File: src/hdl/ptfu_pkg.sv
package ptfu_pkg;

    localparam int DW    = 36;
    localparam int AW    = 32;
    localparam int CW    = 4;
    localparam int BW    = 3;
    localparam int SW    = 3;
    localparam int DEPTH = 2;

    // Register byte offsets
    localparam logic [7:0] CTRL_OFS = 8'h00;
    localparam logic [7:0] STAT_OFS = 8'h04;

    // Control fields
    localparam int CTRL_EN_BIT  = 0;
    localparam int CTRL_CLR_BIT = 1;
    localparam logic CTRL_EN_RST = 1'b1;

    // Status fields
    localparam int STAT_WVLD_BIT = 0;
    localparam int STAT_RFULL_BIT = 1;
    localparam int STAT_REQ_BIT  = 2;
    localparam int STAT_RDY_BIT  = 3;
    localparam int STAT_ST_LSB   = 4;
    localparam int STAT_WCNT_LSB = 8;
    localparam int STAT_RCNT_LSB = 10;
    localparam int STAT_QCNT_LSB = 12;

    localparam logic [31:0] ZERO_WORD = 32'h0000_0000;

    typedef enum logic [2:0] {
        ST_IDLE    = 3'h0,
        ST_ADDR    = 3'h1,
        ST_ADDR_HI = 3'h3,
        ST_WDATA   = 3'h2,
        ST_RDATA   = 3'h6,
        ST_CLEAR   = 3'h4
    } ptfu_state_t;

    // One queued PCI target request
    typedef struct packed {
        logic [AW-1:0] addr_hi;
        logic [AW-1:0] addr_lo;
        logic [CW-1:0] cmd;
        logic [BW-1:0] bar;
        logic          wide;
    } ptfu_req_t;

endpackage

File: src/hdl/ptfu_target_port.sv
// Decided for this implementation: the APB slave port and the register offsets.
`timescale 1ns/1ps

module ptfu_fifo2 #(
    parameter int W = 36
) (
    input  wire logic         pclk,
    input  wire logic         presetn,
    input  wire logic         clr,
    input  wire logic         in_valid,
    input  wire logic [W-1:0] in_data,
    input  wire logic         out_ready,
    output logic              in_ready,
    output logic              out_valid,
    output logic              out_empty,
    output logic [W-1:0]      out_data,
    output logic [1:0]        count
);
    localparam int D = ptfu_pkg::DEPTH;

    logic [1:0]   cnt_r;
    logic [1:0]   cnt_nxt;
    logic [W-1:0] mem_r [D];

    wire       push = in_valid && in_ready;
    wire       pop  = out_ready && out_valid;
    wire [1:0] base = cnt_r - {1'b0, pop};

    // Clear wins over a push in the same cycle
    assign cnt_nxt  = clr ? 2'h0 : base + {1'b0, push};
    assign out_data = mem_r[0];
    assign count    = cnt_r;

    // Head is always entry 0; a pop shifts the queue down
    for (genvar i = 0; i < D; i++) begin : g_ent
        wire [W-1:0] kept;
        if (i + 1 < D) begin : g_sh
            assign kept = pop ? mem_r[i+1] : mem_r[i];
        end else begin : g_last
            assign kept = mem_r[i];
        end
        always_ff @(posedge pclk or negedge presetn) begin
            if (!presetn) begin
                mem_r[i] <= '0;
            end else if (push && base == 2'(i)) begin
                mem_r[i] <= in_data;
            end else begin
                mem_r[i] <= kept;
            end
        end
    end

    always_ff @(posedge pclk or negedge presetn) begin
        if (!presetn) begin
            cnt_r     <= 2'h0;
            in_ready  <= 1'b1;
            out_valid <= 1'b0;
            out_empty <= 1'b1;
        end else begin
            cnt_r     <= cnt_nxt;
            in_ready  <= cnt_nxt != 2'(D);
            out_valid <= cnt_nxt != 2'h0;
            out_empty <= cnt_nxt == 2'h0;
        end
    end

endmodule // ptfu_fifo2

module ptfu_target_port (
    input  wire logic                     pclk,
    input  wire logic                     presetn,
    input  wire logic                     psel,
    input  wire logic                     penable,
    input  wire logic                     pwrite,
    input  wire logic [7:0]               paddr,
    input  wire logic [31:0]              pwdata,
    output logic [31:0]                   prdata,
    output logic                          pready,
    output logic                          pslverr,
    input  wire logic                     pci_rst_n,
    input  wire logic                     pci_wr_valid,
    input  wire logic [ptfu_pkg::DW-1:0]  pci_wr_data,
    output logic                          pci_wr_ready,
    input  wire logic                     pci_req_valid,
    input  wire ptfu_pkg::ptfu_req_t      pci_req,
    output logic                          pci_req_ready,
    output logic                          pci_rd_valid,
    output logic [ptfu_pkg::DW-1:0]       pci_rd_data,
    input  wire logic                     pci_rd_ready,
    input  wire logic                     tgt_queue_clear_n,
    output logic                          tgt_req_n,
    output logic                          tgt_ready,
    input  wire logic                     addr_oe_n,
    input  wire logic                     wr_data_en_n,
    output logic [ptfu_pkg::DW-1:0]       wr_data,
    output logic                          wr_fifo_empty_n,
    input  wire logic                     rd_data_en_n,
    input  wire logic [ptfu_pkg::DW-1:0]  rd_data,
    output logic                          rd_fifo_full_n,
    output logic [ptfu_pkg::CW-1:0]       tgt_cmd,
    output logic [ptfu_pkg::BW-1:0]       tgt_bar,
    output logic [ptfu_pkg::SW-1:0]       tgt_state
);
    localparam int QW = $bits(ptfu_pkg::ptfu_req_t);

    ptfu_pkg::ptfu_state_t   state_r;
    ptfu_pkg::ptfu_state_t   state_nxt;
    ptfu_pkg::ptfu_req_t     req_in;
    ptfu_pkg::ptfu_req_t     req_head;
    logic [ptfu_pkg::DW-1:0] wf_head;
    logic [ptfu_pkg::DW-1:0] wr_data_r;
    logic                    en_r;
    logic                    soft_clr_r;
    logic                    is_write_r;
    logic                    wf_vld;
    logic                    wf_empty;
    logic                    rf_rdy;
    logic                    rf_empty;
    logic                    q_vld;
    logic                    q_empty;
    logic [1:0]              wf_cnt;
    logic [1:0]              rf_cnt;
    logic [1:0]              q_cnt;
    logic                    ready_r;

    wire clr       = !tgt_queue_clear_n || soft_clr_r || !pci_rst_n;
    wire start     = state_r == ptfu_pkg::ST_IDLE && !addr_oe_n && q_vld;
    wire hi_cycle  = state_r == ptfu_pkg::ST_ADDR && !addr_oe_n;
    wire q_pop     = (start && !req_head.wide) || (hi_cycle && req_head.wide);
    wire addr_busy = start || hi_cycle;
    wire wf_pop    = !wr_data_en_n && wf_vld && !addr_busy && !clr;
    wire rf_push   = !rd_data_en_n;
    wire cmd_write = req_head.cmd[0];

    // Wide BARs use the even number of the pair
    always_comb begin
        req_in = pci_req;
        if (pci_req.wide) begin
            req_in.bar = {pci_req.bar[ptfu_pkg::BW-1:1], 1'b0};
        end
    end

    // Target write FIFO toward the user
    ptfu_fifo2 #(.W(ptfu_pkg::DW)) u_wfifo (
        .pclk      (pclk),
        .presetn   (presetn),
        .clr       (clr),
        .in_valid  (pci_wr_valid),
        .in_data   (pci_wr_data),
        .out_ready (wf_pop),
        .in_ready  (pci_wr_ready),
        .out_valid (wf_vld),
        .out_empty (wf_empty),
        .out_data  (wf_head),
        .count     (wf_cnt)
    );

    // Target read FIFO from the user
    ptfu_fifo2 #(.W(ptfu_pkg::DW)) u_rfifo (
        .pclk      (pclk),
        .presetn   (presetn),
        .clr       (clr),
        .in_valid  (rf_push),
        .in_data   (rd_data),
        .out_ready (pci_rd_ready),
        .in_ready  (rf_rdy),
        .out_valid (pci_rd_valid),
        .out_empty (rf_empty),
        .out_data  (pci_rd_data),
        .count     (rf_cnt)
    );

    // Address and command queue; a clear drops it too
    ptfu_fifo2 #(.W(QW)) u_queue (
        .pclk      (pclk),
        .presetn   (presetn),
        .clr       (clr),
        .in_valid  (pci_req_valid),
        .in_data   (req_in),
        .out_ready (q_pop),
        .in_ready  (pci_req_ready),
        .out_valid (q_vld),
        .out_empty (q_empty),
        .out_data  (req_head),
        .count     (q_cnt)
    );

    assign tgt_req_n       = q_empty;
    assign tgt_cmd         = req_head.cmd;
    assign tgt_bar         = req_head.bar;
    assign wr_fifo_empty_n = wf_vld;
    assign rd_fifo_full_n  = rf_rdy;
    assign wr_data         = wr_data_r;
    assign tgt_state       = state_r;
    assign tgt_ready       = ready_r;

    always_comb begin
        state_nxt = state_r;
        unique case (state_r)
            ptfu_pkg::ST_IDLE: begin
                if (start) begin
                    state_nxt = req_head.wide ? ptfu_pkg::ST_ADDR
                              : (cmd_write ? ptfu_pkg::ST_WDATA : ptfu_pkg::ST_RDATA);
                end
            end
            ptfu_pkg::ST_ADDR: begin
                if (hi_cycle) begin
                    state_nxt = ptfu_pkg::ST_ADDR_HI;
                end
            end
            ptfu_pkg::ST_ADDR_HI: begin
                state_nxt = is_write_r ? ptfu_pkg::ST_WDATA : ptfu_pkg::ST_RDATA;
            end
            ptfu_pkg::ST_WDATA: begin
                if (!wf_vld) begin
                    state_nxt = ptfu_pkg::ST_IDLE;
                end
            end
            ptfu_pkg::ST_RDATA: begin
                if (rf_push) begin
                    state_nxt = ptfu_pkg::ST_IDLE;
                end
            end
            ptfu_pkg::ST_CLEAR: begin
                state_nxt = ptfu_pkg::ST_IDLE;
            end
            default: state_nxt = ptfu_pkg::ST_IDLE;
        endcase
        if (clr) begin
            state_nxt = ptfu_pkg::ST_CLEAR;
        end
    end

    always_ff @(posedge pclk or negedge presetn) begin
        if (!presetn) begin
            state_r    <= ptfu_pkg::ST_IDLE;
            is_write_r <= 1'b0;
            ready_r    <= 1'b0;
        end else begin
            state_r    <= state_nxt;
            is_write_r <= start ? cmd_write : is_write_r;
            ready_r    <= !clr && en_r;
        end
    end

    // Shared user data path: address words first, then write data
    always_ff @(posedge pclk or negedge presetn) begin
        if (!presetn) begin
            wr_data_r <= '0;
        end else if (start) begin
            wr_data_r <= {req_head.cmd, req_head.addr_lo};
        end else if (hi_cycle) begin
            wr_data_r <= {req_head.cmd, req_head.addr_hi};
        end else if (wf_pop) begin
            wr_data_r <= wf_head;
        end
    end

    // APB slave: one wait state, answer on the second access cycle
    wire       apb_acc = psel && penable;
    wire       apb_end = apb_acc && pready;
    wire       hit_ctl = paddr == ptfu_pkg::CTRL_OFS;
    wire       hit_st  = paddr == ptfu_pkg::STAT_OFS;
    wire       ctl_wr  = apb_end && pwrite && hit_ctl;
    wire [31:0] ctl_word = {30'h0, 1'b0, en_r};
    wire [31:0] st_word  = {18'h0, q_cnt, rf_cnt, wf_cnt, 1'b0, state_r,
                            ready_r, !q_empty, !rf_rdy, wf_vld};
    wire [31:0] rd_word  = hit_ctl ? ctl_word : (hit_st ? st_word : ptfu_pkg::ZERO_WORD);

    always_ff @(posedge pclk or negedge presetn) begin
        if (!presetn) begin
            pready     <= 1'b0;
            pslverr    <= 1'b0;
            prdata     <= 32'h0000_0000;
            en_r       <= ptfu_pkg::CTRL_EN_RST;
            soft_clr_r <= 1'b0;
        end else begin
            pready     <= apb_acc && !pready;
            pslverr    <= apb_acc && !pready && !hit_ctl && !hit_st;
            prdata     <= (apb_acc && !pready && !pwrite) ? rd_word : prdata;
            en_r       <= ctl_wr ? pwdata[ptfu_pkg::CTRL_EN_BIT] : en_r;
            soft_clr_r <= ctl_wr && pwdata[ptfu_pkg::CTRL_CLR_BIT];
        end
    end

    // Checks
    chk_req_follows: assert property (@(posedge pclk) disable iff (!presetn)
        (pci_req_valid && pci_req_ready && !clr) |=> !tgt_req_n)
        else $error("request not raised after a queued transfer");

    chk_req_holds: assert property (@(posedge pclk) disable iff (!presetn)
        (q_cnt != 2'h0) |-> !tgt_req_n)
        else $error("request dropped while queue holds an address");

    chk_clear_empties: assert property (@(posedge pclk) disable iff (!presetn)
        clr |=> (!wr_fifo_empty_n && tgt_req_n && !pci_rd_valid))
        else $error("clear left a target FIFO nonempty");

    chk_ready_low: assert property (@(posedge pclk) disable iff (!presetn)
        (!pci_rst_n || !tgt_queue_clear_n) |=> !tgt_ready)
        else $error("ready high during reset or clear");

    chk_bar_even: assert property (@(posedge pclk) disable iff (!presetn)
        (!tgt_req_n && req_head.wide) |-> !tgt_bar[0])
        else $error("wide BAR reported with odd number");

    chk_addr_word: assert property (@(posedge pclk) disable iff (!presetn)
        (start && !clr) |=> wr_data[31:0] == $past(req_head.addr_lo))
        else $error("address word missing on data path");

    chk_addr_cycles: assert property (@(posedge pclk) disable iff (!presetn)
        (state_r == ptfu_pkg::ST_ADDR_HI && !clr) |=> state_r inside {ptfu_pkg::ST_WDATA, ptfu_pkg::ST_RDATA})
        else $error("extra address cycle issued");

    chk_wr_advance: assert property (@(posedge pclk) disable iff (!presetn)
        wf_pop |=> (wr_data == $past(wf_head)) ##1
            ($stable(wr_data) || !$past(wr_data_en_n) || !$past(addr_oe_n)))
        else $error("write FIFO word not delivered");

    chk_empty_flag: assert property (@(posedge pclk) disable iff (!presetn)
        (wf_cnt == 2'h0 && pci_wr_valid && !clr) |=> wr_fifo_empty_n)
        else $error("empty flag stuck after a write word");

    chk_state_legal: assert property (@(posedge pclk) disable iff (!presetn)
        tgt_state inside {3'h0, 3'h1, 3'h3, 3'h2, 3'h6, 3'h4})
        else $error("illegal state counter value");

endmodule // ptfu_target_port

File: config.mk
export PLATFORM = sky130hd
export DESIGN_NAME = ptfu_target_port
export DESIGN_NICKNAME = d
export VERILOG_FILES = /design/src/hdl/ptfu_pkg.sv /design/src/hdl/ptfu_target_port.sv
export SDC_FILE = /design/constraint.sdc
export NUM_CORES = 1
export LEC_CHECK = 0
export CAP_MARGIN = 20
export CORE_MARGIN = 2
export CORE_UTILIZATION = 30
export DETAILED_ROUTE_END_ITERATION = 6
export DONT_BUFFER_PORTS = 1
export PLACE_DENSITY = 0.53
export SETUP_SLACK_MARGIN = 0.5
export SLEW_MARGIN = 20
export SYNTH_ARGS = -nofsm -noshare
export SYNTH_HDL_FRONTEND = slang
export SYNTH_SLANG_ARGS = --single-unit
File: constraint.sdc
create_clock -name pclk -period 3.07 [get_ports pclk]
set_input_delay 0.4605 -clock pclk [delete_from_list [all_inputs] [get_ports pclk]]
set_output_delay 0.4605 -clock pclk [all_outputs]
set_load 0.005 [all_outputs]
# Word-level counts from Yosys, hierarchy flattened
# Cells that the tools add are included.
# Widths: inputs -> output; s select.
[op_classes]
addsub = 6
n_eq_ne = 15
n_mux = 24
n_reduce_logical = 62
[op_table]
columns = ["operator", "n"]
rows = [
  ["$mux 36", 7],
  ["$mux 72", 2],
  ["$logic_and 1x1->1", 30],
  ["$mux 14", 2],
  ["$mux 3", 8],
  ["$pmux 3 s5", 1],
  ["$logic_not 1->1", 14],
  ["$ne 3x3->1 const B", 4],
  ["$reduce_bool 2->1", 6],
  ["$eq 8x3->1 const B", 1],
  ["$logic_not 2->1", 4],
  ["$logic_not 8->1", 1],
  ["$add 2x1->2", 3],
  ["$eq 2x1->1 const B", 3],
  ["$eq 3x2->1 const B", 2],
  ["$mux 2", 3],
  ["$ne 2x2->1 const B", 3],
  ["$sub 2x1->2", 3],
  ["$logic_or 1x1->1", 4],
  ["$reduce_and 4->1", 1],
  ["$eq 3x1->1 const B", 1],
  ["$eq 3x3->1 const B", 1],
  ["$logic_not 3->1", 1],
  ["$reduce_bool 3->1", 1],
  ["$mux 1", 1],
]
[word_totals]
ff_bits = 378
inputBits = 197
output_inout_bits = 123
wordCells = 132

# Longest topological paths before layout
[logic_depth]
depth_word = 12
mapped_depth = 12
depth_no_buf = 9

# By module
# From an unflattened synthesis, not the netlist that was laid out.
[hier_totals]
cells_unflattened = 1216
area_unflattened_um2 = 17625.7
[modules_own_cells]
columns = ["mod", "n_inst", "cells_each", "area_per_inst_um2", "seq_area_each_um2"]
rows = [
  ["ptfu_fifo2 (u_queue)", 1, 404, 6842.8, 3731.1],
  ["ptfu_target_port", 1, 386, 3838.7, 1452.6],
  ["ptfu_fifo2 (u_rfifo)", 1, 212, 3513.4, 1929.4],
  ["ptfu_fifo2 (u_wfifo)", 1, 214, 3430.8, 1929.4],
]

# Worst setup path after synthesis
# No wires, ideal clock.
[synth_path]
path_kind = "register -> register"
from = "reg state_r[2] (netlist: tgt_state[2])"
to = "reg u_wfifo.mem_r (netlist bit u_wfifo.g_ent[1].kept[10])"
setup_time_ps = 125
t_arrival_ps = 2762
t_required_ps = 2945
path_slack_ps = 184
path_stages_with_launch = 11
path_buffers = 3
synth_period_minus_slack_ps = 2886
path_cell_list = "dfrtp_1 buf_2 or3_4 o211ai_4 inv_4 buf_6 ha_1 xor2_1 nor3_2 buf_2 mux2_2"
[synth_via]
elab_chain_len = 11
elab_cells_between_ends = 13
classes_between = "1 x add/sub; 2 x eq/ne; 10 x reduce/logical"
[synth_rtl]
columns = ["item", "line", "rtl"]
rows = [
  ["from (decl)", "ptfu_target_port.sv:106", "ptfu_pkg::ptfu_state_t state_r;"],
  ["from (signal assigned)", "ptfu_target_port.sv:236", "state_r <= ptfu_pkg::ST_IDLE;"],
  ["from (signal assigned)", "ptfu_target_port.sv:240", "state_r <= state_nxt;"],
  ["$logic_not 3->1", "ptfu_target_port.sv:127", "wire start = state_r == ptfu_pkg::ST_IDLE && !addr_oe_n && q_vld;"],
  ["$logic_and 1x1->1 (2 in a row)", "ptfu_target_port.sv:127", ""],
  ["$logic_or 1x1->1 (*)", "ptfu_target_port.sv:130", "wire addr_busy = start || hi_cycle;"],
  ["$logic_not 1->1 (*)", "ptfu_target_port.sv:131", "wire wf_pop = !wr_data_en_n && wf_vld && !addr_busy && !clr;"],
  ["$logic_and 1x1->1 (*) (2 in a row)", "ptfu_target_port.sv:131", ""],
  ["$logic_and 1x1->1 (*)", "ptfu_target_port.sv:26", "wire pop = out_ready && out_valid;"],
  ["$sub 2x1->2 (*)", "ptfu_target_port.sv:27", "wire [1:0] base = cnt_r - {1'b0, pop};"],
  ["$eq 2x1->1 (*)", "ptfu_target_port.sv:45", "end else if (push && base == 2'(i)) begin"],
  ["$logic_and 1x1->1 (*)", "ptfu_target_port.sv:45", ""],
  ["to (signal, indexed assignment)", "ptfu_target_port.sv:46", "mem_r[i] <= in_data;"],
  ["to (signal, indexed assignment)", "ptfu_target_port.sv:48", "mem_r[i] <= kept;"],
  ["to (decl)", "ptfu_target_port.sv:23", "logic [W-1:0] mem_r [D];"],
]
# Mark *: on every way between the ends. The rest lies on a longest branch, timed or not.
# A chain may end at the register's enable or synchronous reset.

# Worst setup path in the final report
[layout_path]
from = "reg state_r[0] (netlist: tgt_state[0])"
to = "reg u_queue.mem_r (netlist bit u_queue.g_ent[1].kept[51])"
[layout_via]
elab_chain_len = 9
elab_cells_between_ends = 12
classes_between = "1 x add/sub; 2 x eq/ne; 9 x reduce/logical"
[layout_rtl]
columns = ["item", "line", "rtl"]
rows = [
  ["$logic_not 3->1", "ptfu_target_port.sv:127", ""],
  ["$logic_and 1x1->1 (2 in a row)", "ptfu_target_port.sv:127", ""],
  ["$logic_and 1x1->1", "ptfu_target_port.sv:129", "wire q_pop = (start && !req_head.wide) || (hi_cycle && req_head.wide);"],
  ["$logic_or 1x1->1 (*)", "ptfu_target_port.sv:129", ""],
  ["$logic_and 1x1->1 (*)", "ptfu_target_port.sv:26", ""],
  ["$sub 2x1->2 (*)", "ptfu_target_port.sv:27", ""],
  ["$eq 2x1->1 (*)", "ptfu_target_port.sv:45", ""],
  ["$logic_and 1x1->1 (*)", "ptfu_target_port.sv:45", ""],
  ["to (signal, indexed assignment)", "ptfu_target_port.sv:46", ""],
  ["to (signal, indexed assignment)", "ptfu_target_port.sv:48", ""],
  ["to (decl)", "ptfu_target_port.sv:23", ""],
]
# Marked as above.

==> impl_metrics.env <==
export IMPL_outcome="finished, violations left"
export IMPL_violations="hold timing"
export IMPL_grt_pass1_vias=11199
export IMPL_slew_headroom=0.303
export IMPL_p_total_uw=14300
export IMPL_cp_start_kind="flip-flop"
export IMPL_wl_met2_um=21400
export IMPL_dieArea_um2=55200
export IMPL_skew_ps=19.6
export IMPL_yosysTopAreaCellShare=0.554
export IMPL_critPathTopFamily="simple AND/OR/NAND/NOR gates"
export IMPL_crit_top_cell="buf_12"
export IMPL_synth_cells=1394
export IMPL_cp_data_required_time_ps=3520
export IMPL_place_area_um2=16800
export IMPL_wl_met3_um=3400
export IMPL_ys_seq_area_frac=0.562
export IMPL_yosysTopAreaCell="dfrtp_1"
export IMPL_cp_max_fo=15
export IMPL_crit_chain="xor2_1 > or4_4 > inv_4 > ha_4 > xnor2_2 > and3_4 > buf_12 > buf_12 > mux2_2"
export IMPL_peakVddDrop_mv=0.478
export IMPL_ys_warnings_count=0
export IMPL_yosysMostFrequentCell="dfrtp_1"
export IMPL_path_clk_slew_ps=60
export IMPL_m1WireLength_um=19300
export IMPL_cp_num_buf_inv=3
export IMPL_timing_fmax_mhz=399
export IMPL_final_antenna_net_count=0
export IMPL_insertion_delay_ps=580
export IMPL_finalInstanceArea_um2=19500
export IMPL_cpMaxStageDelayCell="dfrtp_2"
export IMPL_routed_via_density=4.86
export IMPL_synth_area_leaders="dfrtp_1, mux2_2, mux2i_1"
export IMPL_rsz0062_at_grt="true"
export IMPL_routed_wl_um=45100
export IMPL_postLayoutCoreUtil=0.370
export IMPL_endpoint_kind="flip-flop"
export IMPL_synthTopCellsByCount="dfrtp_1, mux2_2, a21oi_1, nand2_1, nor2_1"
export IMPL_fin_crit_ps=2510
export IMPL_rrSetupSlack_ps=560
export IMPL_hold_buffers=113
export IMPL_synth_enable_flop_cells=0
export IMPL_route_detailed_drc=0
export IMPL_cts_num_sinks=359
export IMPL_syn_area_um2=16000
export IMPL_drive_gt1_frac=0.208
export IMPL_die_height_um=235
export IMPL_worst_pin_slew_ps=1040
export IMPL_vias=10685
export IMPL_chipWidth_um=235
export IMPL_grt_first_pass_wirelength_um=70300
export IMPL_track_usage=0.163
export IMPL_synth_cell_types=42
export IMPL_cts_buffers=43
export IMPL_hold_ws_ps=-399
export IMPL_diodes=0
export IMPL_antenna_found_initial=0
export IMPL_wire_per_inst_um=20.5
export IMPL_top_layer="met4"
export IMPL_placeableCoreArea_um2=52700
export IMPL_initial_core_util=0.304
export IMPL_first_iter_violations=541
export IMPL_avgSynthCellArea_um2=11.5
export IMPL_power_density_nw_per_um2=735
export IMPL_async_flop_share=1.00
export IMPL_io_pins=320
export IMPL_grt_max_degree=360
export IMPL_place_hpwl_um=26500
export IMPL_cap_violations=0
export IMPL_cts_max_level=2
export IMPL_ys_seq_elements=359
export IMPL_cp_arrival_ps=2960
export IMPL_synthFlopType="dfrtp_1"
export IMPL_report_final_hold_viol_count=359
export IMPL_cts_tree="done"
export IMPL_crit_type="flip-flop to flip-flop"
export IMPL_grt_overflow=0
export IMPL_io_buffers=0
export IMPL_firstDrtPassIters=6
export IMPL_cts_root_buffer="clkbuf_16"
export IMPL_place_gp_congestion=0.768
export IMPL_cts_max_path_buffers=3
export IMPL_syn2layout_area_growth_pct=21.9
export IMPL_nets=1684
export IMPL_rows=84
export IMPL_p_leak_uw=0.00908
export IMPL_slew_viol_final=0
export IMPL_final_setup_tns_ps=0
export IMPL_max_stage_delay_ps=440
export IMPL_period_share=0.817
export IMPL_final_setup_viol_count=0
export IMPL_hold_path_class="primary input to asynchronous set/reset pin"
worst reg2reg max path: stages, from the launching register on:
cell	delay (ps)
dfrtp_2	440
xor2_1	170
or4_4	440
inv_4	80
ha_4	130
xnor2_2	150
and3_4	300
buf_12	140
buf_12	170
mux2_2	370
power breakdown:
| group | total (uW) | internal (uW) | switching [uW] |
|---|---|---|---|
| Combinational | 2200 | 1370 | 828 |
| Clock | 5240 | 3140 | 2100 |
| Sequential | 6900 | 6030 | 876 |
| Total | 14300 | 10500 | 3800 |
final cells by class:
type,instances,area (um^2)
repair buffers,143,1500
well taps,688,861
multi-input cells,921,6650
fillers,5113,33100
flip-flops and latches,359,8990
inverters,13,53.8
clock buffers,56,1220
clock inverters,20,240
routing by layer:
layer	vias to the layer above	global-route usage
met5	-	0
met4	0	0.0458
met3	66	0.0510
met2	298	0.267
met1	5373	0.206
li1	4948	-
registers in the layout, indices dropped and copies added (netlist names), 2 cells and up:
register / count
u_queue.out_data: 72
u_queue.g_ent.kept: 72
u_queue.count: 2
u_wfifo.out_data: 36
wr_data: 36
u_rfifo.count: 2
tgt_state: 3
u_wfifo.g_ent.kept: 36
u_rfifo.g_ent.kept: 36
u_rfifo.out_data: 36
prdata: 13
u_wfifo.count: 2
cell usage in the layout (no fill, tap or decap), types with 5 or more instances in the layout:
cell,synthesis,routed
clkbuf_8,0,7
o31ai_1,6,6
dfstp_2,5,5
buf_12,0,11
clkbuf_1,43,5
buf_4,32,18
dlygate4sd3_1,0,113
clkinv_2,0,6
mux2_2,179,117
a21oi_1,148,148
nor2_1,121,121
o21ai_0,79,79
nand2_1,135,134
dfrtp_1,354,350
conb_1,1,19
clkbuf_16,0,44
a2bb2oi_1,32,32
mux2i_1,113,113
mux2_4,0,62
and2_1,38,38
inv_1,12,9
cell families after synthesis:
group	share of synthesized area
and+or+nand+nor	0.0896
AOI/OAI and AO/OA	0.0945
DFF	0.562
adders and majority gates	0.00469
other	0.000234
xor gates and xnor gates	0.00383
muxes	0.197
buffers and inverters	0.0486
metrics by stage:
stage | setup slack [ps] | instances | hold slack (ps)
2_1_floorplan | 340 | 1412 | 165
3_3_place_gp | 271 | 2004 | 178
3_5_place_dp | 252 | 2004 | 174
4_1_cts | 528 | 2196 | -447
5_1_grt | 486 | 2200 | -447
6_report | 563 | 2200 | -399
what timing repair did:
| action | 4_1_cts | 5_1_grt |
|---|---|---|
| endpoints found under the hold margin | 476 | 359 |
| setup endpoints to repair | 162 | 76 |
| gates resized for setup | 6 | 5 |
| pin swaps | 1 | 1 |
| setup buffers | 3 | 4 |
path summary, 6_finish.rpt:
check,cells past startpoint,startpoint,to
max reg2reg,9,tgt_state[0]$_DFFE_PN0P_,u_queue.g_ent[1].kept[51]$_DFFE_PN0P_
max,9,tgt_state[0]$_DFFE_PN0P_,u_queue.g_ent[1].kept[51]$_DFFE_PN0P_
min in group pclk,1,pci_wr_data[15],u_wfifo.g_ent[1].kept[15]$_DFFE_PN0P_
min,0,presetn,u_rfifo.out_data[27]$_DFFE_PN0P_
max in group asynchronous,0,presetn,u_wfifo.out_data[3]$_DFFE_PN0P_
min reg2reg,1,u_queue.g_ent[1].kept[53]$_DFFE_PN0P_,u_queue.g_ent[1].kept[53]$_DFFE_PN0P_
Note: power is estimated with default switching activity, not from simulation.
